`src/hslc_consts.svh`:
```
// Register offsets, field positions, reset values and timing counts for the coupling block.
`ifndef HSLC_CONSTS_SVH
`define HSLC_CONSTS_SVH
`define HSLC_IDX_PAIR_A      12'h1A6
`define HSLC_IDX_PAIR_B      12'h1A7
`define HSLC_IDX_FIFTH       12'h1A8
`define HSLC_IDX_STATUS      12'h1B0
`define HSLC_IDX_LOCK        12'h1B1
`define HSLC_ADDR_W          14
`define HSLC_NUM_HS          5
`define HSLC_NUM_LS          7
`define HSLC_CHAN_W          8
`define HSLC_DECOUPLE_BIT    7
`define HSLC_CHAN_RESET      8'h7F
`define HSLC_RESP_OKAY       2'h0
`define HSLC_RESP_SLVERR     2'h2
`define HSLC_EXIT_TIME_NS    25
`define HSLC_CLK_PERIOD_NS   25
`define HSLC_EXIT_CYCLES     ((`HSLC_EXIT_TIME_NS + `HSLC_CLK_PERIOD_NS - 1) / `HSLC_CLK_PERIOD_NS)
`endif

```
`src/hslc_pkg.sv`:
```
// Types shared by the coupling block modules.
package hslc_pkg;
  typedef logic [7:0] hslc_chan_cfg_t;
  typedef enum logic [1:0] {HSLC_W_IDLE, HSLC_W_RESP} hslc_wstate_t;
  typedef enum logic [1:0] {HSLC_R_IDLE, HSLC_R_RESP} hslc_rstate_t;
endpackage

```
`src/hslc_cfg_if.sv`:
```
// Interface carrying per-channel coupling configuration to the combining core.
`timescale 1ns/1ps
interface hslc_cfg_if;
  hslc_pkg::hslc_chan_cfg_t cfg [5];
  logic [6:0]               ls_on;
  logic [4:0]               flag;
  modport regs (output cfg, output ls_on, input flag);
  modport core (input cfg, input ls_on, output flag);
endinterface

```
`src/hslc_combine.sv`:
```
// Combining core that forms each high-side channel's low-side-active flag.
`timescale 1ns/1ps
`include "hslc_consts.svh"
module hslc_combine (
  input  wire logic  clk,     // System clock.
  input  wire logic  rst,     // Asynchronous reset, active high.
  hslc_cfg_if.core   cfg_bus  // Configuration in, flags out.
);
  logic [4:0] flag_reg;
  logic [4:0] flag_next;

  always_comb begin
    for (int ch = 0; ch < `HSLC_NUM_HS; ch++) begin
      flag_next[ch] = (|(cfg_bus.cfg[ch][6:0] & cfg_bus.ls_on))  // [RULE1] [RULE3]
                      | cfg_bus.cfg[ch][`HSLC_DECOUPLE_BIT];     // [RULE2] [RULE4]
    end
  end

  always_ff @(posedge clk or posedge rst) begin
    if (rst) begin
      flag_reg <= 5'h00;
    end else begin
      flag_reg <= flag_next;
    end
  end

  assign cfg_bus.flag = flag_reg;
endmodule

```
`src/hslc_top.sv`:
```
// Coupling register bank with AXI4-Lite slave and bootstrap-exit tracking.
// Notes on behaviour
// [RULE1] A channel's flag rises when any coupled low-side driver is on.
// [RULE2] A set decouple bit forces the channel's flag to one.
// [RULE3] Software couples low side y to channel x only when they share a load.
// [RULE4] Decoupling cuts the channel's flag off from low-side activity.
// [RULE5] First pair register: channel 1 low byte, channel 2 high byte.
// [RULE6] Second pair register: channel 3 low byte, channel 4 high byte.
// [RULE7] Fifth register: channel 5 low byte, upper byte reserved, reads zero.
// [RULE8] A channel's bootstrap initialization ends once its flag is one.
// [RULE9] Software decouples every unused high-side driver to leave initialization.
// [RULE10] While the configuration lock is set, writes to coupling bits are ignored.
`timescale 1ns/1ps
`include "hslc_consts.svh"
module hslc_top (
  input  wire logic        SYS_CLK,        // System clock, 40 MHz.
  input  wire logic        RST,            // Asynchronous reset, active high.
  input  wire logic [6:0]  LS_ON,          // Low-side drivers currently switched on.
  input  wire logic [4:0]  INIT_START,     // Pulse: channel enters bootstrap initialization.
  output logic      [4:0]  LS_ACTIVE,      // Per-channel low-side-active flag.
  output logic      [4:0]  INIT_EXIT,      // Pulse: channel leaves initialization.
  output logic      [4:0]  IN_INIT,        // Channel still in initialization.
  input  wire logic [13:0] S_AXI_AWADDR,   // Write address.
  input  wire logic        S_AXI_AWVALID,  // Write address valid.
  output logic             S_AXI_AWREADY,  // Write address ready.
  input  wire logic [31:0] S_AXI_WDATA,    // Write data.
  input  wire logic [3:0]  S_AXI_WSTRB,    // Write byte strobes.
  input  wire logic        S_AXI_WVALID,   // Write data valid.
  output logic             S_AXI_WREADY,   // Write data ready.
  output logic [1:0]       S_AXI_BRESP,    // Write response.
  output logic             S_AXI_BVALID,   // Write response valid.
  input  wire logic        S_AXI_BREADY,   // Write response ready.
  input  wire logic [13:0] S_AXI_ARADDR,   // Read address.
  input  wire logic        S_AXI_ARVALID,  // Read address valid.
  output logic             S_AXI_ARREADY,  // Read address ready.
  output logic [31:0]      S_AXI_RDATA,    // Read data.
  output logic [1:0]       S_AXI_RRESP,    // Read response.
  output logic             S_AXI_RVALID,   // Read data valid.
  input  wire logic        S_AXI_RREADY    // Read data ready.
);
  hslc_cfg_if cfg_bus ();

  function automatic logic [11:0] word_index(input logic [13:0] addr);
    word_index = addr[13:2];
  endfunction

  function automatic logic mapped(input logic [11:0] idx);
    mapped = (idx == `HSLC_IDX_PAIR_A) || (idx == `HSLC_IDX_PAIR_B) ||
             (idx == `HSLC_IDX_FIFTH) || (idx == `HSLC_IDX_STATUS) ||
             (idx == `HSLC_IDX_LOCK);
  endfunction

  // Configuration and lock state.
  hslc_pkg::hslc_chan_cfg_t cfg_reg [5];
  hslc_pkg::hslc_chan_cfg_t cfg_next [5];
  logic                     lock_reg;
  logic                     lock_next;

  // Write channel state.
  hslc_pkg::hslc_wstate_t wstate_reg, wstate_next;
  logic                   aw_got_reg, aw_got_next;
  logic                   w_got_reg, w_got_next;
  logic [11:0]            widx_reg, widx_next;
  logic [31:0]            wdata_reg, wdata_next;
  logic [3:0]             wstrb_reg, wstrb_next;
  logic [1:0]             bresp_reg, bresp_next;

  // Read channel state.
  hslc_pkg::hslc_rstate_t rstate_reg, rstate_next;
  logic [31:0]            rdata_reg, rdata_next;
  logic [1:0]             rresp_reg, rresp_next;

  // Initialization tracking.
  logic [4:0] init_reg, init_next;
  logic [4:0] exit_reg, exit_next;

  logic aw_fire;
  logic w_fire;
  logic do_write;

  localparam hslc_pkg::hslc_wstate_t HSLC_W_IDLE_C = hslc_pkg::HSLC_W_IDLE;
  localparam hslc_pkg::hslc_wstate_t HSLC_W_RESP_C = hslc_pkg::HSLC_W_RESP;
  localparam hslc_pkg::hslc_rstate_t HSLC_R_IDLE_C = hslc_pkg::HSLC_R_IDLE;
  localparam hslc_pkg::hslc_rstate_t HSLC_R_RESP_C = hslc_pkg::HSLC_R_RESP;

  assign S_AXI_AWREADY = (wstate_reg == HSLC_W_IDLE_C) && !aw_got_reg;
  assign S_AXI_WREADY  = (wstate_reg == HSLC_W_IDLE_C) && !w_got_reg;
  assign aw_fire       = S_AXI_AWVALID && S_AXI_AWREADY;
  assign w_fire        = S_AXI_WVALID && S_AXI_WREADY;

  always_comb begin
    wstate_next = wstate_reg;
    aw_got_next = aw_got_reg || aw_fire;
    w_got_next  = w_got_reg || w_fire;
    widx_next   = aw_fire ? word_index(S_AXI_AWADDR) : widx_reg;
    wdata_next  = w_fire ? S_AXI_WDATA : wdata_reg;
    wstrb_next  = w_fire ? S_AXI_WSTRB : wstrb_reg;
    bresp_next  = bresp_reg;
    do_write    = 1'b0;
    unique case (wstate_reg)
      HSLC_W_IDLE_C: begin
        if (aw_got_next && w_got_next) begin
          do_write    = 1'b1;
          bresp_next  = mapped(widx_next) ? `HSLC_RESP_OKAY : `HSLC_RESP_SLVERR;
          wstate_next = HSLC_W_RESP_C;
          aw_got_next = 1'b0;
          w_got_next  = 1'b0;
        end
      end
      HSLC_W_RESP_C: begin
        if (S_AXI_BREADY) begin
          wstate_next = HSLC_W_IDLE_C;
        end
      end
      default: wstate_next = HSLC_W_IDLE_C;
    endcase
  end

  // Register writes; the byte strobe selects which channel byte changes.
  always_comb begin
    logic [31:0] d;
    logic [3:0]  s;
    d         = w_fire ? S_AXI_WDATA : wdata_reg;
    s         = w_fire ? S_AXI_WSTRB : wstrb_reg;
    lock_next = lock_reg;
    for (int ch = 0; ch < `HSLC_NUM_HS; ch++) begin
      cfg_next[ch] = cfg_reg[ch];
    end
    if (do_write) begin
      if (!lock_reg) begin  // [RULE10]
        unique case (widx_next)
          `HSLC_IDX_PAIR_A: begin  // [RULE5]
            if (s[0]) cfg_next[0] = d[7:0];
            if (s[1]) cfg_next[1] = d[15:8];
          end
          `HSLC_IDX_PAIR_B: begin  // [RULE6]
            if (s[0]) cfg_next[2] = d[7:0];
            if (s[1]) cfg_next[3] = d[15:8];
          end
          `HSLC_IDX_FIFTH: begin  // [RULE7]
            if (s[0]) cfg_next[4] = d[7:0];
          end
          default: ;
        endcase
      end
      if ((widx_next == `HSLC_IDX_LOCK) && s[0]) begin
        lock_next = d[0] | lock_reg;
      end
    end
  end

  always_comb begin
    rstate_next = rstate_reg;
    rdata_next  = rdata_reg;
    rresp_next  = rresp_reg;
    unique case (rstate_reg)
      HSLC_R_IDLE_C: begin
        if (S_AXI_ARVALID) begin
          rstate_next = HSLC_R_RESP_C;
          rresp_next  = mapped(word_index(S_AXI_ARADDR)) ? `HSLC_RESP_OKAY
                                                         : `HSLC_RESP_SLVERR;
          unique case (word_index(S_AXI_ARADDR))
            `HSLC_IDX_PAIR_A: rdata_next = {16'h0000, cfg_reg[1], cfg_reg[0]};
            `HSLC_IDX_PAIR_B: rdata_next = {16'h0000, cfg_reg[3], cfg_reg[2]};
            `HSLC_IDX_FIFTH:  rdata_next = {24'h000000, cfg_reg[4]};  // [RULE7]
            `HSLC_IDX_STATUS: rdata_next = {22'h000000, init_reg, cfg_bus.flag};
            `HSLC_IDX_LOCK:   rdata_next = {31'h00000000, lock_reg};
            default:          rdata_next = 32'h00000000;
          endcase
        end
      end
      HSLC_R_RESP_C: begin
        if (S_AXI_RREADY) begin
          rstate_next = HSLC_R_IDLE_C;
        end
      end
      default: rstate_next = HSLC_R_IDLE_C;
    endcase
  end

  // Initialization ends on the flag; a start in the same cycle keeps the channel in it.
  always_comb begin
    for (int ch = 0; ch < `HSLC_NUM_HS; ch++) begin
      exit_next[ch] = init_reg[ch] && cfg_bus.flag[ch] && !INIT_START[ch];  // [RULE8] [RULE9]
      init_next[ch] = (init_reg[ch] && !cfg_bus.flag[ch]) || INIT_START[ch];
    end
  end

  always_ff @(posedge SYS_CLK or posedge RST) begin
    if (RST) begin
      for (int ch = 0; ch < `HSLC_NUM_HS; ch++) begin
        cfg_reg[ch] <= `HSLC_CHAN_RESET;
      end
      lock_reg   <= 1'b0;
      wstate_reg <= HSLC_W_IDLE_C;
      aw_got_reg <= 1'b0;
      w_got_reg  <= 1'b0;
      widx_reg   <= 12'h000;
      wdata_reg  <= 32'h00000000;
      wstrb_reg  <= 4'h0;
      bresp_reg  <= 2'h0;
      rstate_reg <= HSLC_R_IDLE_C;
      rdata_reg  <= 32'h00000000;
      rresp_reg  <= 2'h0;
      init_reg   <= 5'h1F;
      exit_reg   <= 5'h00;
    end else begin
      cfg_reg    <= cfg_next;
      lock_reg   <= lock_next;
      wstate_reg <= wstate_next;
      aw_got_reg <= aw_got_next;
      w_got_reg  <= w_got_next;
      widx_reg   <= widx_next;
      wdata_reg  <= wdata_next;
      wstrb_reg  <= wstrb_next;
      bresp_reg  <= bresp_next;
      rstate_reg <= rstate_next;
      rdata_reg  <= rdata_next;
      rresp_reg  <= rresp_next;
      init_reg   <= init_next;
      exit_reg   <= exit_next;
    end
  end

  assign cfg_bus.cfg   = cfg_reg;
  assign cfg_bus.ls_on = LS_ON;

  hslc_combine u_combine (
    .clk     (SYS_CLK),
    .rst     (RST),
    .cfg_bus (cfg_bus)
  );

  assign LS_ACTIVE     = cfg_bus.flag;
  assign INIT_EXIT     = exit_reg;
  assign IN_INIT       = init_reg;
  assign S_AXI_BVALID  = (wstate_reg == HSLC_W_RESP_C);
  assign S_AXI_BRESP   = bresp_reg;
  assign S_AXI_ARREADY = (rstate_reg == HSLC_R_IDLE_C);
  assign S_AXI_RVALID  = (rstate_reg == HSLC_R_RESP_C);
  assign S_AXI_RDATA   = rdata_reg;
  assign S_AXI_RRESP   = rresp_reg;
endmodule

```
`config.mk`:
```
export PLATFORM = sky130hd
export DESIGN_NAME = hslc_top
export DESIGN_NICKNAME = d
export VERILOG_FILES = /design/src/hslc_pkg.sv /design/src/hslc_cfg_if.sv /design/src/hslc_combine.sv /design/src/hslc_top.sv
export VERILOG_INCLUDE_DIRS = /design/src
export SDC_FILE = /design/constraint.sdc
export NUM_CORES = 1
export LEC_CHECK = 0
export ABC_AREA = 1
export BUFFER_PORTS_ARGS = -buffer_cell sky130_fd_sc_hd__buf_4
export CAP_MARGIN = 20
export CORE_AREA = 2 2 113 115
export DETAILED_ROUTE_END_ITERATION = 8
export DIE_AREA = 0 0 115 117
export PLACE_DENSITY_LB_ADDON = 0.3
export SYNTH_ARGS = -nofsm -noshare
export SYNTH_HDL_FRONTEND = slang
export SYNTH_SLANG_ARGS = --single-unit
```
`constraint.sdc`:
```
create_clock -name SYS_CLK -period 4.5 [get_ports SYS_CLK]
set_clock_uncertainty 0.15 [all_clocks]
set_input_delay 0.225 -clock SYS_CLK [delete_from_list [all_inputs] [get_ports SYS_CLK]]
set_output_delay 0.225 -clock SYS_CLK [all_outputs]
set_load 0.005 [all_outputs]
```
==> results of run 1 <==
## cells in the final DEF, fill, tap and decap left out, types with 2 or more instances in the layout
cell type / netlist / layout
nor2_8: 2 / 2
dlygate4sd3_1: 0 / 20
conb_1: 1 / 18
nand2_1: 270 / 270
nand3b_1: 6 / 6
dfstp_2: 40 / 40
buf_4: 25 / 101
a22o_1: 7 / 7
nand3_2: 5 / 5
o211ai_1: 2 / 2
nor2_1: 30 / 30
inv_2: 4 / 4
nand4_1: 53 / 53
nor2_2: 2 / 2
clkbuf_8: 0 / 3
o21ai_0: 16 / 16
a21oi_1: 7 / 7
dfrtp_1: 68 / 68
nand3_1: 20 / 20
nor3_1: 2 / 2
o21ai_1: 4 / 4
nand2_2: 2 / 2
and2_1: 3 / 3
clkbuf_16: 0 / 9
nor2_4: 3 / 3
a221oi_1: 5 / 5
inv_1: 43 / 42
o21bai_1: 6 / 6
## power groups by stage
| stage | logic [mW] | registers (mW) | clock network (mW) |
|---|---|---|---|
| after global placement | 0.626 | 1.20 | 0 |
| after CTS | 0.660 | 1.18 | 0.841 |
| after floorplan | 0.474 | 1.19 | 0 |
| after detailed placement | 0.643 | 1.20 | 0 |
| final | 0.653 | 1.19 | 0.826 |
| after global routing | 0.745 | 1.20 | 0.887 |
## worst register-to-register path: cells and delay by family (launching register included)
kind	cells	cell delay, ns
simple gates	9	2.13
flops	1	0.50
## logic make-up after synthesis
kind of cell | share of synthesized area (%)
AOI/OAI and AO/OA | 5.61
DFF | 51.4
and+or+nand+nor | 34.4
other | 0.0700
buffers and inverters | 8.48
## path summary, 6_finish.rpt
check	startpoint	end	slack [ns]	depth (start not counted)
setup / recovery	wstate_reg[0]$_DFFE_PP0P_	cfg_bus.cfg[39]$_DFFE_PP0P_	1.62	9
hold / removal	S_AXI_WDATA[8]	wdata_reg[8]$_DFF_PP0_	0.007	3
setup reg to reg	wstate_reg[0]$_DFFE_PP0P_	cfg_bus.cfg[39]$_DFFE_PP0P_	1.62	9
hold reg to reg	widx_reg[8]$_DFF_PP0_	widx_reg[8]$_DFF_PP0_	0.32	2
max in group asynchronous	RST	cfg_bus.cfg[19]$_DFFE_PP1P_	2.94	4
min in group asynchronous	RST	INIT_EXIT[0]$_DFF_PP0_	0.40	3
## layer usage
layer  GRT usage (%)  wire length (um)
met5               0                 0
met4            9.72               303
met3            3.09               779
met2            31.2              5760
met1            27.9              6060
## cell type report
type	count	area share, %
Timing Repair Buffer	121	14.5
Inverter	48	2.77
Clock inverter	3	0.663
Tap cell	150	2.84
Sequential cell	108	41.7
Multi-Input combinational cell	468	33.5
Clock buffer	12	4.04
## timing repair
action,in CTS,in global routing
endpoints found under the setup margin,0,0
hold endpoints to repair,58,0
hold buffers,20,0
==> results.yml, run 1 <==
status:
  outcome: "complete, no violations"
routing:
  avgRoutedWirePerCell_um: 14.2
  route.antenna.remaining_nets: 0
  dr.pass1.iters: 4
  routed_via_count: 4575
  avgViaCountPerCell: 5.03
  dr.first_iter.drc_count: 412
  totalWireLength_um: 12900
  detail_route.drc_violations: 0
global_route:
  groute.usage.overall_pct: 20.1
  largest_net_degree_at_the_start_of_global_routing: 57
  first_pass_grt_wire_length_um: 21100
  antenna_found_initial: 0
  number_of_global_route_vias_before_repair: 4256
  globalRoute.totalOverflow: 0
layout:
  finalInstanceArea_um2: 6600
  layout.core_utilization_pct: 53.6
  multi_input_comb_area_um2: 2210
  area_growth_syn_to_layout_pct: 23.3
  largest_register_ffs: 40
  design.final.nets: 839
  diodes: 0
  final_layout_size_suffix_gt1_share_pct: 23.6
  final_cells: 910
  ff_latch_area_um2: 2750
  fillerInstances: 1152
yosys:
  yosys_register_bits: 108
  synthDistinctLibCells: 35
  synthesis.area_per_instance_um2: 8.29
  ys.flop_type: "dfrtp_1"
  synth_largest_type_area_fraction_pct: 31.8
  yosys-top-cells-area: "dfrtp_1 (32%), dfstp_2 (20%), nand2_1 (19%)"
  synth_cells: 646
  ys_seq_area_share_pct: 51.4
  synth.largest_area_cell: "dfrtp_1"
  synth_area_um2: 5360
  synthArstFlopShare_pct: 100
  synth.top_cells.by_count: "nand2_1 (270), dfrtp_1 (68), nand4_1 (53)"
  number_of_enable_type_register_cells_in_the_synthesized_netlist: 0
  synth-warning-count: 0
  cell_with_the_most_instances_after_synthesis: "nand2_1"
floorplan:
  pin_count: 139
  fp.dieH_um: 117
  core.rowCount: 41
  floorplan.die.width_um: 115
  core_area_um2: 12300
  die_area_um2: 13500
  initial_core_util_pct: 43.5
placed_design:
  gp_routability_congestion: 0.901
  hpwl_um: 9530
  port_buffers: 98
  post-place-cells: 875
  detailedPlace.worstSlack_ns: 1.60
  placed_inst_area_um2: 6090
pwr:
  swShare_pct: 32.0
  switchingPower_uw: 854
  overall_power_of_the_completed_layout_mw: 2.66
  power.density_nw_per_um2: 403
  p_comb_share_pct: 24.5
  share_of_total_power_in_the_clock_network_pct: 31.0
  power_frac_seq_pct: 44.5
  p_leak_nw: 3.44
  max-vdd-ir-drop_mv: 0.248
  intPower_mw: 1.81
sta:
  timing.setup.tns_ns: 0
  slew_viols_final: 0
  grt_setup_unrepaired: "false"
  timing.final.crit_share_pct: 64.0
  final.min_clock_period_ns: 2.88
  worst_margin_slew_ns: 0.835
  hold_viol_final: 0
  worst_slack_ns: 1.62
  maxClockFrequency_mhz: 347
  timing.slew.headroom_pct: 44.1
  holdWs_ns: 0.00671
  final-setup-viol-count: 0
worst_setup_path:
  startpoint_type: "flop"
  end_kind: "flop"
  critical_path_max_stage_delay_ns: 0.63
  critical_path.cell_chain: "nor2_4 -> nand3_1 -> nand2_1 -> nand2_1 -> nor2_2 -> and2_1 -> nand3_2 -> nand2_1 -> nand2_1"
  cp.arrival_ns: 2.97
  largest_fanout_on_the_critical_path: 18
  worst_path_required_time_ns: 4.59
  timing.critical_path.mode_cell: "nand2_1"
  crit_slowest_cell: "and2_1"
  critical-path-top-delay-family: "simple AND/OR/NAND/NOR gates"
  setup.worst_path.class: "reg -> reg"
  path_buf_inv: 0
hold_path:
  timing.hold.worst.class: "in -> reg"
run:
  drv.max_cap_violation_count: 0
clocking:
  clock_sink_count: 108
  clkLatencyLatePin_ns: 0.35
  cts_tree: "done"
  postCtsResizedCells: 0
  cts_max_level: 3
  cts-root-to-sink-buffers: 2
  tritoncts.num_buffers: 9
  clk_root_buffer_cell: "clkbuf_16"
  clk_transition_reported_paths_ns: 0.07
  post-cts-setup-buffers: 0
(Power assumes the default switching activity.)
==> run 2: changes to the inputs <==
==> constraint.sdc (replaced) <==
create_clock -name SYS_CLK -period 2.84 [get_ports SYS_CLK]
set_clock_uncertainty 0.15 [all_clocks]
set_input_delay 0.142 -clock SYS_CLK [delete_from_list [all_inputs] [get_ports SYS_CLK]]
set_output_delay 0.142 -clock SYS_CLK [all_outputs]
set_load 0.005 [all_outputs]
==> run 2 against run 1 <==
Sequential share of layout area shrank 1.9 points. Non-clock buffer count grew 35. Highest routed layer unchanged. Wire length grew 3.7%.
==> results.yml, run 2 (synthesis results as in run 1) <==
status:
  outcome: "complete, no violations"
floorplan:
  core_area_um2: 12300
  initial_core_util_pct: 43.5
  die_area_um2: 13500
  fp.dieH_um: 117
  core.rowCount: 41
  pin_count: 139
  floorplan.die.width_um: 115
global_route:
  largest_net_degree_at_the_start_of_global_routing: 109
  first_pass_grt_wire_length_um: 21800
  number_of_global_route_vias_before_repair: 4441
  groute.usage.overall_pct: 20.6
  globalRoute.totalOverflow: 0
  antenna_found_initial: 0
placed_design:
  hpwl_um: 9550
  gp_routability_congestion: 0.898
  placed_inst_area_um2: 6160
  port_buffers: 98
  detailedPlace.worstSlack_ns: 0.246
sta:
  worst_slack_ns: 0.294
  timing.setup.tns_ns: 0
  maxClockFrequency_mhz: 393
  grt_setup_unrepaired: "false"
  slew_viols_final: 0
  timing.final.crit_share_pct: 89.6
  worst_margin_slew_ns: 0.634
  timing.slew.headroom_pct: 57.6
  final.min_clock_period_ns: 2.55
  hold_viol_final: 0
  final-setup-viol-count: 0
clocking:
  clk_root_buffer_cell: "clkbuf_16"
  clkLatencyLatePin_ns: 0.35
  tritoncts.num_buffers: 9
  clock_sink_count: 108
  cts-root-to-sink-buffers: 2
  clk_transition_reported_paths_ns: 0.07
  cts_max_level: 3
  cts_tree: "done"
  post-cts-setup-buffers: 0
layout:
  area_growth_syn_to_layout_pct: 29.1
  largest_register_ffs: 40
  fillerInstances: 1121
  layout.core_utilization_pct: 56.2
  final_layout_size_suffix_gt1_share_pct: 23.2
  design.final.nets: 874
  finalInstanceArea_um2: 6920
  diodes: 0
  mostFrequentLayoutCell: "nand2_1"
  leading_cell_types_in_the_layout_fill_and_taps_excluded: "nand2_1 (270), buf_4 (107), dfrtp_1 (68)"
worst_setup_path:
  setup.worst_path.class: "reg -> reg"
  end_kind: "flop"
  worst_path_required_time_ns: 2.93
  cp.arrival_ns: 2.63
  startpoint_type: "flop"
  largest_fanout_on_the_critical_path: 18
routing:
  dr.pass1.iters: 5
  routed_via_count: 4823
  detail_route.drc_violations: 0
  dr.first_iter.drc_count: 338
  route.antenna.remaining_nets: 0
  avgViaCountPerCell: 5.10
  totalWireLength_um: 13400
  avgRoutedWirePerCell_um: 14.1
pwr:
  max-vdd-ir-drop_mv: 0.458
  overall_power_of_the_completed_layout_mw: 4.15
  p_leak_nw: 3.58
  power.density_nw_per_um2: 600
run:
  drv.max_cap_violation_count: 0
hold_path:
  timing.hold.worst.class: "in -> reg"
==> run 2: area by class of cell <==
type,count,area (um2),area share [%]
repair buffers,156,1300,18.9
well taps,150,188,2.71
inverters,48,184,2.66
clock inverters,2,10.0,0.145
multi-input cells,468,2210,32.0
flip-flops and latches,108,2750,39.8
clock buffers,14,264,3.82
==> run 2: what timing repair did <==
action,4_1_cts,5_1_grt
resized for setup,0,1
hold buffers,48,0
setup endpoints to repair,0,1
endpoints found under the hold margin,115,0
==> run 2: metrics by stage <==
step / std cells / hold WS [ns]
5_1_grt: 946 / 0.0247
6_report: 946 / 0.0246
3_3_place_gp: 882 / 0.151
2_1_floorplan: 663 / 0.0575
4_1_cts: 946 / 0.0133
3_5_place_dp: 882 / 0.153
==> run 2: critical path, stage by stage (launching register included) <==
cell and delay [ns]:
dfrtp_1 0.50, nor2_4 0.40, nand2_4 0.21, inv_2 0.08, nor2_1 0.08, nor3_4 0.23, inv_2 0.16, nor2_8 0.24
nand3_2 0.22, nand2_1 0.11, nand2_1 0.05
==> run 2: final timing paths <==
| check | end | from | slack, ns | depth (start not counted) |
|---|---|---|---|---|
| max | cfg_bus.cfg[7]$_DFFE_PP0P_ | wstate_reg[0]$_DFFE_PP0P_ | 0.29 | 10 |
| min | widx_reg[7]$_DFF_PP0_ | S_AXI_AWVALID | 0.02 | 3 |
| max reg2reg | cfg_bus.cfg[7]$_DFFE_PP0P_ | wstate_reg[0]$_DFFE_PP0P_ | 0.29 | 10 |
| min reg2reg | IN_INIT[0]$_DFF_PP1_ | u_combine.cfg_bus.flag[0]$_DFF_PP0_ | 0.32 | 1 |
| max in group asynchronous | cfg_bus.cfg[8]$_DFFE_PP1P_ | RST | 1.76 | 4 |
| min in group asynchronous | INIT_EXIT[2]$_DFF_PP0_ | RST | 0.36 | 4 |
==> run 2: power by group <==
part,switching [mW],internal [mW],leakage (nW)
combinational,0.717,0.379,2.16
sequential,0.101,1.78,1.28
clock,0.536,0.642,0.137
==> run 2: per-layer routing <==
| metal | vias up | track usage, % | wire [um] |
|---|---|---|---|
| met5 | - | 0 | 0 |
| met4 | 0 | 6.18 | 189 |
| met3 | 21 | 4.17 | 837 |
| met2 | 180 | 33.0 | 6130 |
| met1 | 2270 | 28.5 | 6220 |
| li1 | 2352 | - | - |
==> run 3: changes to the inputs <==
--- a/config.mk
+++ b/config.mk
@@ -10,6 +10,7 @@
 export BUFFER_PORTS_ARGS = -buffer_cell sky130_fd_sc_hd__buf_4
 export CAP_MARGIN = 20
 export CORE_AREA = 2 2 113 115
+export CTS_CLUSTER_DIAMETER = 80
 export DETAILED_ROUTE_END_ITERATION = 8
 export DIE_AREA = 0 0 115 117
 export PLACE_DENSITY_LB_ADDON = 0.3
==> constraint.sdc (replaced) <==
create_clock -name SYS_CLK -period 2.6 [get_ports SYS_CLK]
set_clock_uncertainty 0.15 [all_clocks]
set_input_delay 0.13 -clock SYS_CLK [delete_from_list [all_inputs] [get_ports SYS_CLK]]
set_output_delay 0.13 -clock SYS_CLK [all_outputs]
set_load 0.005 [all_outputs]
==> run 3 against run 2 <==
Worst hold slack worse by 0.012 ns. Fmax up 11%. Critical path depth unchanged. Sequential power up 9%. Cell count up 0.85%. Sequential share of layout area down 0.44 points. Die area unchanged. Critical path type unchanged. Critical endpoint is now cfg_bus.cfg[39]$_DFFE_PP0P_. Largest power group unchanged.
==> results.yml, run 3 (synthesis results as in run 1) <==
sta:
  timing.setup.tns_ns: 0
  final-setup-viol-count: 0
  final.min_clock_period_ns: 2.29
  slew_viols_final: 0
  worst_margin_slew_ns: 0.641
  grt_setup_unrepaired: "false"
  timing.final.crit_share_pct: 88.2
  maxClockFrequency_mhz: 436
  hold_viol_final: 0
  timing.slew.headroom_pct: 57.2
routing:
  route.antenna.remaining_nets: 0
  totalWireLength_um: 13200
  routed_via_count: 4827
  dr.pass1.iters: 7
  dr.first_iter.drc_count: 405
  detail_route.drc_violations: 0
  avgRoutedWirePerCell_um: 13.8
  avgViaCountPerCell: 5.06
clocking:
  cts_max_level: 3
  post-cts-setup-buffers: 0
  clk_transition_reported_paths_ns: 0.07
  number_of_buffers_inserted_by_hold_repair_at_cts: 49
  clkLatencyLatePin_ns: 0.35
  postCtsResizedCells: 0
  cts-root-to-sink-buffers: 2
  cts_tree: "done"
  tritoncts.num_buffers: 9
  clk_root_buffer_cell: "clkbuf_16"
  clock_sink_count: 108
placed_design:
  post-place-cells: 889
  port_buffers: 98
  gp_routability_congestion: 0.924
  hpwl_um: 9740
floorplan:
  fp.dieH_um: 117
  initial_core_util_pct: 43.5
  core.rowCount: 41
  pin_count: 139
  die_area_um2: 13500
  core_area_um2: 12300
  floorplan.die.width_um: 115
pwr:
  swShare_pct: 32.9
  intPower_mw: 3.08
  power_frac_seq_pct: 44.8
  overall_power_of_the_completed_layout_mw: 4.59
  switchingPower_mw: 1.51
  p_leak_nw: 3.63
  max-vdd-ir-drop_mv: 0.376
  p_comb_share_pct: 27.1
  power.density_nw_per_um2: 656
  share_of_total_power_in_the_clock_network_pct: 28.1
worst_setup_path:
  timing.critical_path.mode_cell: "nand2_1"
  startpoint_type: "flop"
  path_buf_inv: 2
  r2r-start: "wstate_reg[0]$_DFFE_PP0P_"
  largest_fanout_on_the_critical_path: 20
  r2r_setup_slack_ns: 0.31
  critical_path_max_stage_delay_ns: 0.50
  setup.worst_path.start: "wstate_reg[0]$_DFFE_PP0P_"
  setup.worst_path.class: "reg -> reg"
  end_kind: "flop"
  cp.arrival_ns: 2.38
  critical_path.cell_chain: "nor2_4 -> buf_4 -> nand3b_1 -> nand2_1 -> nand2_1 -> nor2_4 -> buf_4 -> nand3_2 -> nand2_1 -> nand2_1"
  worst_path_required_time_ns: 2.69
  crit_slowest_cell: "dfrtp_1"
  critical-path-top-delay-family: "simple AND/OR/NAND/NOR gates"
layout:
  design.final.nets: 882
  diodes: 0
  mostFrequentLayoutCell: "nand2_1"
  layout.core_utilization_pct: 56.8
  largest_register_ffs: 40
  final_layout_size_suffix_gt1_share_pct: 24.0
  leading_cell_types_in_the_layout_fill_and_taps_excluded: "nand2_1 (270), buf_4 (113), dfrtp_1 (68)"
  final_cells: 954
  area_growth_syn_to_layout_pct: 30.6
  fillerInstances: 1123
run:
  drv.max_cap_violation_count: 0
global_route:
  globalRoute.totalOverflow: 0
  first_pass_grt_wire_length_um: 21600
  groute.usage.overall_pct: 20.5
  largest_net_degree_at_the_start_of_global_routing: 36
  number_of_global_route_vias_before_repair: 4495
  antenna_found_initial: 0
hold_path:
  worst_hold_startpoint: "S_AXI_AWVALID"
  timing.hold.worst.class: "in -> reg"
status:
  outcome: "complete, no violations"
## run 3: power groups by stage
stage	combinational (mW)	clock [mW]	sequential, mW
global placement	1.13	0	2.07
floorplan	0.820	0	2.05
global route	1.41	1.40	2.08
finish	1.24	1.29	2.05
detailed placement	1.16	0	2.08
CTS	1.24	1.32	2.05
## run 3: per-layer routing
metal  global-route usage [%]  vias up  part of all wire [%]
li1                         -     2381                     -
met1                     27.6     2248                    45
met2                     33.3      177                    46
met3                     3.09       21                   6.4
met4                     9.00        0                   2.1
met5                        0        -                     0
## run 3: final cells by class
cell class	count	area [um2]	share of cell area, %
inverter	48	184	2.63
timing repair buffer	164	1380	19.7
tap	150	188	2.68
multi-input combinational	468	2210	31.6
clock buffer	11	243	3.47
sequential	108	2750	39.4
clock inverter	5	35.0	0.501
## run 3: path summary, 6_finish.rpt
check | endpoint | cells after the start
setup / recovery | cfg_bus.cfg[39]$_DFFE_PP0P_ | 10
hold / removal | widx_reg[2]$_DFF_PP0_ | 3
setup reg to reg | cfg_bus.cfg[39]$_DFFE_PP0P_ | 10
hold reg to reg | IN_INIT[2]$_DFF_PP1_ | 1
max in group asynchronous | IN_INIT[3]$_DFF_PP1_ | 4
min in group asynchronous | INIT_EXIT[0]$_DFF_PP0_ | 3
## run 3: tightest hold or removal path, stage by stage
cell     delay [ns]
buf_4          0.18
nand3_1        0.09
nand2_1        0.07
## run 3: stage by stage
stage / hold slack (ns) / area (um2) / setup slack [ns]
after floorplan: 0.0455 / 5420 / 0.529
after global placement: 0.0971 / 6220 / 0.374
after detailed placement: 0.0993 / 6220 / 0.326
after CTS: 0.00497 / 6990 / 0.297
after global routing: 0.0297 / 6990 / 0.0866
final: 0.0130 / 6990 / 0.308
